--- src/pkg/kbd_scan_cfg.svh ---
// Constants for the keyboard matrix scanner
`ifndef KBD_SCAN_CFG_SVH
`define KBD_SCAN_CFG_SVH

// ****************************************
// Timing
// ****************************************
`define KBD_CLK_NS        8
`define KBD_SCAN_NS       1000
`define KBD_SCAN_DIV      (`KBD_SCAN_NS / `KBD_CLK_NS)
`define KBD_STROBE_MS     30
`define KBD_STROBE_CYC    (`KBD_STROBE_MS * 1000000 / `KBD_CLK_NS)

// ****************************************
// Register offsets
// ****************************************
`define KBD_CTRL_OFS      12'h000
`define KBD_STAT_OFS      12'h004
`define KBD_CODE_OFS      12'h008

// ****************************************
// Fields and reset values
// ****************************************
`define KBD_CTRL_RST      1'b1
`define KBD_CTRL_SCAN_EN  0
`define KBD_STAT_HALT     0
`define KBD_STAT_STROBE   1
`define KBD_STAT_ALPHA    2
`define KBD_STAT_SHIFT    3
`define KBD_STAT_CONTROL  4

`endif

--- src/pkg/kbd_scan_pkg.sv ---
// Types shared by the keyboard matrix scanner
package kbd_scan_pkg;
  typedef logic [7:0] scan_code_t;
  typedef logic [6:0] key_code_t;
  typedef enum logic {SCAN_RUN, SCAN_HALT} scan_state_e;
endpackage

--- src/pkg/kbd_code_if.sv ---
// Scan code and modifier signals between scanner parts
`timescale 1ns/100ps
`default_nettype none
interface kbd_code_if;
  import kbd_scan_pkg::*;
  scan_code_t scan_code;
  logic       shift;
  logic       alpha_lock;
  logic       control;
  key_code_t  key_code;
  modport cnt (output scan_code);
  modport mod (input scan_code, input shift, input alpha_lock, input control, output key_code);
  modport ctl (input scan_code, input key_code, output shift, output alpha_lock, output control);
endinterface
`default_nettype wire

--- src/hdl/kbd_code_modify.sv ---
// Shift, alpha lock and control modification of the scan code
`timescale 1ns/100ps
`default_nettype none
module kbd_code_modify (
  kbd_code_if.mod code_io
);
  import kbd_scan_pkg::*;

  logic invert_b6;
  logic invert_b5;
  logic force_ctl;

  // ****************************************
  // Modifier terms
  // ****************************************
  assign invert_b6 = (code_io.shift & code_io.scan_code[6])
                   | (code_io.alpha_lock & code_io.scan_code[7] & code_io.scan_code[6]);
  assign invert_b5 = code_io.shift & code_io.scan_code[7] & ~code_io.scan_code[6];
  assign force_ctl = code_io.control & code_io.scan_code[6];

  assign code_io.key_code = {code_io.scan_code[6] & ~force_ctl,
                             (code_io.scan_code[5] ^ invert_b6) & ~force_ctl,
                             code_io.scan_code[4] ^ invert_b5,
                             code_io.scan_code[3:0]};
endmodule
`default_nettype wire

--- src/hdl/kbd_scan_counters.sv ---
// Row and column scan counters with column decoder
`timescale 1ns/100ps
`default_nettype none
module kbd_scan_counters (
  input  wire logic        pclk,
  input  wire logic        presetn,
  input  wire logic        advance,
  kbd_code_if.cnt          code_io,
  output logic [15:0]      col_drive_n
);
  import kbd_scan_pkg::*;

  logic [3:0]  row_reg;
  logic [3:0]  row_next;
  logic [3:0]  col_reg;
  logic [3:0]  col_next;
  logic [15:0] col_drive_next;

  // ****************************************
  // Counters
  // ****************************************
  always_comb begin
    row_next = advance ? 4'(row_reg + 4'h1) : row_reg;
    col_next = (advance && row_reg == 4'hf) ? 4'(col_reg + 4'h1) : col_reg;
  end

  always_ff @(posedge pclk or negedge presetn) begin
    if (!presetn) begin
      row_reg <= 4'h0;
      col_reg <= 4'h0;
    end else begin
      row_reg <= row_next;
      col_reg <= col_next;
    end
  end

  assign code_io.scan_code = {col_reg, row_reg};

  // ****************************************
  // One-of-16 column decoder
  // ****************************************
  genvar i;
  generate
    for (i = 0; i < 16; i++) begin : g_col
      assign col_drive_next[i] = (col_next != 4'(i));
    end
  endgenerate

  always_ff @(posedge pclk or negedge presetn) begin
    if (!presetn) begin
      col_drive_n <= 16'hfffe;
    end else begin
      col_drive_n <= col_drive_next;
    end
  end

  // ****************************************
  // Checks
  // ****************************************
  chk_col_onehot: assert property (@(posedge pclk) disable iff (!presetn)
    $onehot(~col_drive_n) && !col_drive_n[col_reg])
    else $error("column drive is not the decoded column count");

  chk_col_wrap: assert property (@(posedge pclk) disable iff (!presetn)
    (advance && row_reg == 4'hf) |=> (row_reg == 4'h0) && (col_reg == 4'($past(col_reg) + 4'h1)))
    else $error("column did not step on row wrap");

  chk_col_still: assert property (@(posedge pclk) disable iff (!presetn)
    (row_reg != 4'hf || !advance) |=> $stable(col_reg))
    else $error("column moved without row wrap");
endmodule
`default_nettype wire

--- src/hdl/keyboard_matrix_scanner.sv ---
// Keyboard matrix scanner top with APB registers
//
// The APB slave port and the address map were left to the implementer.
`timescale 1ns/100ps
`default_nettype none
`include "kbd_scan_cfg.svh"
module keyboard_matrix_scanner #(
  parameter int unsigned STROBE_CYCLES = `KBD_STROBE_CYC
) (
  input  wire logic                    pclk,
  input  wire logic                    presetn,
  input  wire logic [11:0]             paddr,
  input  wire logic                    psel,
  input  wire logic                    penable,
  input  wire logic                    pwrite,
  input  wire logic [31:0]             pwdata,
  output logic [31:0]                  prdata,
  output logic                         pready,
  output logic                         pslverr,
  input  wire logic [15:0]             row_in,
  output logic [15:0]                  col_drive_n,
  input  wire logic                    shift_key_n,
  input  wire logic                    alpha_key_n,
  input  wire logic                    control_key_n,
  output kbd_scan_pkg::key_code_t      key_code,
  output logic                         key_strobe
);
  import kbd_scan_pkg::*;

  kbd_code_if code_io ();

  logic [15:0]  row_meta_reg;
  logic [15:0]  row_sync_reg;
  logic [2:0]   key_meta_reg;
  logic [2:0]   key_sync_reg;
  logic         alpha_prev_reg;
  logic         alpha_lock_reg;
  logic [6:0]   div_reg;
  logic         tick;
  logic         closure;
  logic         advance;
  logic         scan_en_reg;
  scan_state_e  state_reg;
  logic [21:0]  strobe_cnt_reg;
  key_code_t    key_code_reg;
  logic         strobe_reg;
  logic         pready_reg;
  logic         pslverr_reg;
  logic [31:0]  prdata_reg;
  logic         access;
  logic         wr_fire;
  logic         mapped;
  logic [31:0]  rd_value;

  // ****************************************
  // Pin synchronisers
  // ****************************************
  always_ff @(posedge pclk or negedge presetn) begin
    if (!presetn) begin
      row_meta_reg <= 16'hffff;
      row_sync_reg <= 16'hffff;
      key_meta_reg <= 3'h7;
      key_sync_reg <= 3'h7;
    end else begin
      row_meta_reg <= row_in;
      row_sync_reg <= row_meta_reg;
      key_meta_reg <= {control_key_n, alpha_key_n, shift_key_n};
      key_sync_reg <= key_meta_reg;
    end
  end

  // ****************************************
  // Alpha lock toggle
  // ****************************************
  always_ff @(posedge pclk or negedge presetn) begin
    if (!presetn) begin
      alpha_prev_reg <= 1'b1;
      alpha_lock_reg <= 1'b0;
    end else begin
      alpha_prev_reg <= key_sync_reg[1];
      if (alpha_prev_reg && !key_sync_reg[1]) begin
        alpha_lock_reg <= !alpha_lock_reg;
      end
    end
  end

  assign code_io.shift      = !key_sync_reg[0];
  assign code_io.alpha_lock = alpha_lock_reg;
  assign code_io.control    = !key_sync_reg[2];

  // ****************************************
  // Scan clock and halt
  // ****************************************
  always_ff @(posedge pclk or negedge presetn) begin
    if (!presetn) begin
      div_reg <= 7'h00;
    end else if (div_reg == 7'(`KBD_SCAN_DIV - 1)) begin
      div_reg <= 7'h00;
    end else begin
      div_reg <= 7'(div_reg + 7'h01);
    end
  end

  assign tick    = (div_reg == 7'(`KBD_SCAN_DIV - 1));
  assign closure = !row_sync_reg[code_io.scan_code[3:0]];
  assign advance = tick && scan_en_reg && !closure;

  always_ff @(posedge pclk or negedge presetn) begin
    if (!presetn) begin
      state_reg <= SCAN_RUN;
    end else if (tick) begin
      state_reg <= closure ? SCAN_HALT : SCAN_RUN;
    end
  end

  kbd_scan_counters u_counters (
    .pclk        (pclk),
    .presetn     (presetn),
    .advance     (advance),
    .code_io     (code_io.cnt),
    .col_drive_n (col_drive_n)
  );

  kbd_code_modify u_modify (
    .code_io (code_io.mod)
  );

  // ****************************************
  // Key code and strobe
  // ****************************************
  always_ff @(posedge pclk or negedge presetn) begin
    if (!presetn) begin
      key_code_reg <= 7'h00;
    end else begin
      key_code_reg <= code_io.key_code;
    end
  end

  always_ff @(posedge pclk or negedge presetn) begin
    if (!presetn) begin
      strobe_cnt_reg <= 22'h000000;
      strobe_reg     <= 1'b0;
    end else if (advance) begin
      strobe_cnt_reg <= 22'h000000;
      strobe_reg     <= 1'b0;
    end else if (strobe_cnt_reg == 22'(STROBE_CYCLES - 1)) begin
      strobe_reg     <= 1'b1;
    end else begin
      strobe_cnt_reg <= 22'(strobe_cnt_reg + 22'h000001);
    end
  end

  assign key_code   = key_code_reg;
  assign key_strobe = strobe_reg;

  // ****************************************
  // APB slave
  // ****************************************
  assign access  = psel && penable && !pready_reg;
  assign wr_fire = psel && penable && pready_reg && pwrite;

  always_comb begin
    mapped   = 1'b1;
    rd_value = 32'h00000000;
    if (paddr == `KBD_CTRL_OFS) begin
      rd_value[`KBD_CTRL_SCAN_EN] = scan_en_reg;
    end else if (paddr == `KBD_STAT_OFS) begin
      rd_value[`KBD_STAT_HALT]    = (state_reg == SCAN_HALT);
      rd_value[`KBD_STAT_STROBE]  = strobe_reg;
      rd_value[`KBD_STAT_ALPHA]   = alpha_lock_reg;
      rd_value[`KBD_STAT_SHIFT]   = code_io.shift;
      rd_value[`KBD_STAT_CONTROL] = code_io.control;
    end else if (paddr == `KBD_CODE_OFS) begin
      rd_value[6:0] = key_code_reg;
    end else begin
      mapped = 1'b0;
    end
  end

  always_ff @(posedge pclk or negedge presetn) begin
    if (!presetn) begin
      pready_reg  <= 1'b0;
      pslverr_reg <= 1'b0;
      prdata_reg  <= 32'h00000000;
    end else begin
      pready_reg  <= access;
      pslverr_reg <= access && !mapped;
      prdata_reg  <= (access && !pwrite) ? rd_value : 32'h00000000;
    end
  end

  always_ff @(posedge pclk or negedge presetn) begin
    if (!presetn) begin
      scan_en_reg <= `KBD_CTRL_RST;
    end else if (wr_fire && paddr == `KBD_CTRL_OFS) begin
      scan_en_reg <= pwdata[`KBD_CTRL_SCAN_EN];
    end
  end

  assign prdata  = prdata_reg;
  assign pready  = pready_reg;
  assign pslverr = pslverr_reg;

  // ****************************************
  // Checks
  // ****************************************
  chk_row_advance: assert property (@(posedge pclk) disable iff (!presetn)
    advance |=> code_io.scan_code[3:0] == 4'($past(code_io.scan_code[3:0]) + 4'h1))
    else $error("row count did not step on scan clock");

  chk_halt_hold: assert property (@(posedge pclk) disable iff (!presetn)
    (closure && scan_en_reg) [*2] |=> $stable(code_io.scan_code))
    else $error("counters moved while a key is closed");

  chk_resume_scan: assert property (@(posedge pclk) disable iff (!presetn)
    (tick && scan_en_reg && !closure) |=> (state_reg == SCAN_RUN) && !$stable(code_io.scan_code[3:0]))
    else $error("scan did not resume after release");

  chk_code_low: assert property (@(posedge pclk) disable iff (!presetn)
    1'b1 |=> key_code_reg[3:0] == $past(code_io.scan_code[3:0]))
    else $error("low code bits not passed through");

  chk_bit6_shift: assert property (@(posedge pclk) disable iff (!presetn)
    (code_io.shift && !code_io.control && code_io.scan_code[6])
    |=> key_code_reg[5] == !$past(code_io.scan_code[5]))
    else $error("shift did not invert bit 6");

  chk_bit6_plain: assert property (@(posedge pclk) disable iff (!presetn)
    (!code_io.shift && !code_io.alpha_lock && !code_io.control)
    |=> key_code_reg[6:4] == $past(code_io.scan_code[6:4]))
    else $error("unmodified code bits changed");

  chk_bit5_swap: assert property (@(posedge pclk) disable iff (!presetn)
    (code_io.shift && code_io.scan_code[7] && !code_io.scan_code[6])
    |=> key_code_reg[4] == !$past(code_io.scan_code[4]))
    else $error("shift did not invert bit 5");

  chk_ctrl_force: assert property (@(posedge pclk) disable iff (!presetn)
    (code_io.control && code_io.scan_code[6]) |=> key_code_reg[6:5] == 2'b00)
    else $error("control did not clear bits 6 and 7");

  chk_strobe_clear: assert property (@(posedge pclk) disable iff (!presetn)
    advance |=> !strobe_reg && strobe_cnt_reg == 22'h000000)
    else $error("strobe not restarted by scan clock");

  chk_halt_enter: assert property (@(posedge pclk) disable iff (!presetn)
    (tick && closure)
    |=> (state_reg == SCAN_HALT) && $stable(code_io.scan_code))
    else $error("scan clock not blocked by a closed key");

  chk_scan_off: assert property (@(posedge pclk) disable iff (!presetn)
    !scan_en_reg
    |=> $stable(code_io.scan_code))
    else $error("counters moved with scanning disabled");

  chk_alpha_toggle: assert property (@(posedge pclk) disable iff (!presetn)
    (alpha_prev_reg && !key_sync_reg[1])
    |=> alpha_lock_reg != $past(alpha_lock_reg))
    else $error("alpha lock did not toggle on press");

  chk_alpha_invert: assert property (@(posedge pclk) disable iff (!presetn)
    (code_io.alpha_lock && !code_io.control && code_io.scan_code[7] && code_io.scan_code[6])
    |=> key_code_reg[5] == !$past(code_io.scan_code[5]))
    else $error("alpha lock did not invert bit 6");

  chk_alpha_only: assert property (@(posedge pclk) disable iff (!presetn)
    (code_io.alpha_lock && !code_io.shift && !code_io.control
     && !(code_io.scan_code[7] && code_io.scan_code[6]))
    |=> key_code_reg[5] == $past(code_io.scan_code[5]))
    else $error("alpha lock changed a non-alphabetic code");

  chk_bit7_open: assert property (@(posedge pclk) disable iff (!presetn)
    !code_io.control
    |=> key_code_reg[6] == $past(code_io.scan_code[6]))
    else $error("bit 7 changed with control open");

  chk_bit5_plain: assert property (@(posedge pclk) disable iff (!presetn)
    !code_io.shift
    |=> key_code_reg[4] == $past(code_io.scan_code[4]))
    else $error("bit 5 changed with shift open");

  chk_strobe_set: assert property (@(posedge pclk) disable iff (!presetn)
    (!advance && strobe_cnt_reg == 22'(STROBE_CYCLES - 1))
    |=> strobe_reg)
    else $error("strobe did not rise after timeout");

  chk_strobe_hold: assert property (@(posedge pclk) disable iff (!presetn)
    (strobe_reg && !advance)
    |=> strobe_reg)
    else $error("strobe dropped while halted");
endmodule
`default_nettype wire

--- config.mk ---
export PLATFORM = sky130hd
export DESIGN_NAME = keyboard_matrix_scanner
export DESIGN_NICKNAME = d
export VERILOG_FILES = /design/src/pkg/kbd_scan_pkg.sv /design/src/pkg/kbd_code_if.sv /design/src/hdl/kbd_code_modify.sv /design/src/hdl/kbd_scan_counters.sv /design/src/hdl/keyboard_matrix_scanner.sv
export VERILOG_INCLUDE_DIRS = /design/src /design/src/pkg
export SDC_FILE = /design/constraint.sdc
export NUM_CORES = 1
export LEC_CHECK = 0
export ABC_AREA = 1
export BUFFER_PORTS_ARGS = -buffer_cell sky130_fd_sc_hd__buf_2
export CORE_AREA = 4 4 109 111
export DETAILED_ROUTE_END_ITERATION = 10
export DIE_AREA = 0 0 113 115
export PLACE_DENSITY_LB_ADDON = 0.12
export REMOVE_ABC_BUFFERS = 1
export SYNTH_ARGS = -nofsm -noshare
export SYNTH_HDL_FRONTEND = slang
export SYNTH_SLANG_ARGS = --single-unit
--- constraint.sdc ---
create_clock -name pclk -period 2.2 [get_ports pclk]
set_clock_uncertainty 0.15 [all_clocks]
set_input_delay 0 -clock pclk [delete_from_list [all_inputs] [get_ports pclk]]
set_output_delay 0 -clock pclk [all_outputs]
set_load 0.05 [all_outputs]
==> summary.txt <==
Floorplan
  • Total Die Area: approximately 13,000 um2
  • I/O pin count: 126
  • Standard cell core area: between 10,000 and 15,000 um2
  • Die span in y: between 100 and 150 um
  • Standard-cell row count: 38
  • Die outline width: around 110 um
  • Starting density of the core: 0.4460

Timing
  • Relative slew margins: 0.5538
  • Final number of setup-violating endpoints: 0
  • Final TNS setup: 0 ns
  • RSZ-0062 raised after global routing: no
  • Count of final hold-check violations: 0
  • Final critical-path required period: slightly above 2 ns
  • Ratio of final minimum period to clock period: 0.9159
  • Transition time at the pin with the least slew margin: 0.6693 ns
  • Count of pins over their slew limit: 0
  • Worst Hold Slack: between 0.03 and 0.04 ns
  • Upper clock frequency limit: 496.3 MHz

Setup path
  • Type of the setup path with the least slack: in -> reg
  • Highest-delay cell along the critical path: dlygate4sd3_1
  • CP Launch Type: input port
  • CP max FO: 5
  • CP Capture Type: flop
  • Cells along the critical path: buf_2 > or2_2 > nor2_1 > nand3_1 > dlygate4sd3_1 > inv_1 > nand2_1 > nand3_1 > o211ai_1 > dlygate4sd3_1 > inv_1
  • Max incr delay on CP: around 0.57 ns
  • Arrival time reported for the critical path endpoint: about 2.2 ns
  • Critical Path RT: roughly 2.4 ns

Layout
  • Utilization after layout: 0.5366
  • Net count reported at finish: just under 700
  • Ant. Diodes: 0
  • Max FFs per register: 22
  • # fillers: between 900 and 1,000
  • Area delta synth->final: 20.33%
  • Final design instance area without fill: between 5000 and 6000 um2
  • Share of final-layout standard cells stronger than drive strength 1: 0.3058

Clock network
  • Maximum level of the CTS H-tree: 3
  • Clock latency at the later pin of the worst-skew pair: roughly 0.36 ns
  • Clock Root Buffer: clkbuf_8
  • Maximum buffer depth of the clock tree: 2
  • TritonCTS buffer count: 9
  • Post-CTS clock slew at the launch and capture registers of the worst setup and hold paths: approximately 0.090 ns
  • Clock tree from TritonCTS: built
  • # clock sinks: between 100 and 150

Yosys
  • Combinational family with the most area after synthesis: simple AND/OR/NAND/NOR gates
  • Sequential-to-total area share from yosys stat: 0.5966
  • Syn. warnings: 0
  • Xor and xnor fraction of the mapped netlist area: 0.02002
  • Share of flip-flops with an asynchronous set or reset: 1.000
  • Adder and majority gate portion of the synthesized area: 0.01300
  • Flip-flop cell with the highest count after synthesis: dfrtp_1
  • Simple-gate share of the synthesized area: 0.2313
  • Number of distinct library cells after synthesis: 36
  • Number of flip-flops and latches in the synthesized netlist: approximately 110
  • Number of cells produced by synthesis: 486
  • Compound-Gate Fraction of Synth Area: 0.04549
  • Syn Area/Cell: slightly below 10 um2
  • Multiplexer share of the synthesized area: 0
  • EDFF count, synth: 0
  • Synth Cell Area: 4813 um2

Pwr
  • Switching power of the nets: about 0.86 mW
  • Cell internal pwr: ~2.7 mW
  • Sequential fraction of design power: 0.611
  • Switching part of the total: 0.2444
  • Static leakage: ~2.8 nW
  • Peak ir drop on the vdd network: roughly 370 uV
  • Comb pwr share: 0.073
  • Clk pwr share: 0.315
  • Total power of the final layout: approximately 3.5 mW
  • Power density over the cells: slightly above 600 nW/um2

Routing
  • DRC errors left: 0
  • Count of vias placed by the detailed router: between 3,000 and 4,000
  • Average via count per standard cell: 4.593
  • Routed len/inst: 12.10 um
  • Final wirelength: 9014 um
  • 1st-iter DRT viols: approximately 140
  • Number of iterations in the first detailed-routing pass: 4
  • Antenna violation net count after detailed routing: 0

Global route
  • Number of global-route vias before repair: around 3,400
  • First-pass GRT wire length: 15,530 um
  • Total GRT Usage: 0.1481
  • Antenna violations before repair: 0
  • GR Overflow Total: 0
  • Pin count of the biggest net entering global routing: 55

Status
  • Outcome: completed

Min path
  • Kind of path behind the tightest hold check: in -> reg

Placement
  • # port buffers: just under 70
  • Total cell area at the placement stage: 5290 um2
  • Placed wire-length estimate: roughly 6400 um
  • Routability-driven placement congestion ratio: between 0.8 and 0.9

Run
  • Number of max-cap violations: 0
## cells by family (layout without fill, tap and decap cells)
group | after synthesis | count (layout)
AO/OA/AOI/OAI | 39 | 39
XOR/XNOR | 11 | 11
adder cells (fa/ha/maj) | 5 | 5
buffers and inverters | 87 | 182
flip-flops | 112 | 112
other | 1 | 25
AND/OR/NAND/NOR | 231 | 231
## per-stage QoR
stage,worst slack (ns),instances
after global placement,0.1807,699
after global routing,0.01685,745
after detailed placement,0.1757,699
after floorplan,0.3436,481
final,0.1850,745
after CTS,0.05488,745
## area by class of cell
cell class	count	area, um2	share of cell area
sequential	112	2873	0.4960
clock inverter	4	27.53	0.004753
inverter	58	217.7	0.03759
multi-input combinational	311	1615	0.2789
timing repair buffer	108	738.2	0.1275
clock buffer	12	145.1	0.02506
tap	140	175.2	0.03024
## final timing paths
| kind | startpoint | to | slack, ns | depth (start not counted) |
|---|---|---|---|---|
| worst max-delay path | paddr[1] | prdata[0] | 0.18 | 11 |
| worst min-delay path | psel | scan_en_reg | 0.03 | 5 |
| worst max register to register | strobe_cnt_reg[0] | strobe_cnt_reg[20] | 0.22 | 10 |
| worst min register to register | row_meta_reg[10] | row_sync_reg[10] | 0.21 | 0 |
| max in group asynchronous | presetn | u_counters.col_drive_n[11] | 1.12 | 3 |
| min in group asynchronous | presetn | strobe_cnt_reg[9] | 0.06 | 2 |
## cells in the final DEF, fill, tap and decap left out, types with 2 or more instances in the layout
cell type | synthesis | final
buf_2 | 0 | 68
conb_1 | 1 | 25
xor2_1 | 10 | 10
nand3_1 | 19 | 18
nor2_1 | 49 | 47
nand4_1 | 14 | 14
a21oi_1 | 14 | 14
o21ai_1 | 6 | 6
inv_1 | 53 | 53
clkbuf_1 | 0 | 2
buf_4 | 26 | 9
and3_1 | 2 | 2
inv_2 | 4 | 4
ha_1 | 5 | 5
a31oi_1 | 4 | 4
nor3_2 | 4 | 6
nand3_4 | 2 | 2
nand2_2 | 6 | 6
nor4_1 | 3 | 3
dfstp_2 | 55 | 55
dfrtp_1 | 57 | 56
clkbuf_8 | 0 | 10
o21ai_0 | 11 | 11
nand2_1 | 104 | 104
buf_12 | 0 | 2
nor2_4 | 5 | 7
dlygate4sd3_1 | 0 | 29
nor2_2 | 4 | 4
nor3_1 | 14 | 12
## repair_timing
action,4_1_cts,5_1_grt
hold buffers,30,0
buffers inserted,0,1
resized for setup,0,8
setup endpoints to repair,0,16
endpoints found under the hold margin,93,0
## routing by layer
layer / global-route usage / vias up / routed length (um) / share of wire
met1: 0.1924 / 1591 / 4055 / 0.45
met3: 0.03263 / 14 / 561 / 0.062
met4: 0.06170 / 0 / 144 / 0.016
met5: 0 / - / 0 / 0
met2: 0.2417 / 101 / 4252 / 0.47
li1: - / 1716 / - / -
## cell usage after synthesis (4+ instances only)
| library cell | instances | area [um2] |
|---|---|---|
| a21oi_1 | 14 | 70.07 |
| inv_2 | 4 | 15.01 |
| a31oi_1 | 4 | 25.02 |
| dfrtp_1 | 57 | 1426 |
| xor2_1 | 10 | 87.58 |
| nand2_2 | 6 | 37.54 |
| ha_1 | 5 | 62.56 |
| nor2_4 | 5 | 56.30 |
| o21ai_0 | 11 | 55.05 |
| nor2_2 | 4 | 25.02 |
| buf_4 | 26 | 195.2 |
| inv_1 | 53 | 198.9 |
| nand4_1 | 14 | 87.58 |
| nor3_1 | 14 | 70.07 |
| nor2_1 | 49 | 183.9 |
| o21ai_1 | 6 | 30.03 |
| nand3_1 | 19 | 95.09 |
| nor3_2 | 4 | 40.04 |
| dfstp_2 | 55 | 1445 |
| nand2_1 | 104 | 390.4 |
## worst max-delay path: cells and delay by family
| family | cells | cell delay [ns] |
|---|---|---|
| buf+inv | 5 | 1.41 |
| compound gates | 1 | 0.08 |
| simple gates | 5 | 0.68 |
## power by group through the flow
stage          combinational [mW]  sequential [mW]  clock, mW
3_3_place_gp                0.224             2.19          0
2_1_floorplan               0.124             2.19          0
4_1_cts                     0.260             2.15       1.16
3_5_place_dp                0.227             2.19          0
5_1_grt                     0.287             2.16       1.25
6_report                    0.258             2.15       1.11
(Power assumes the default switching activity.)
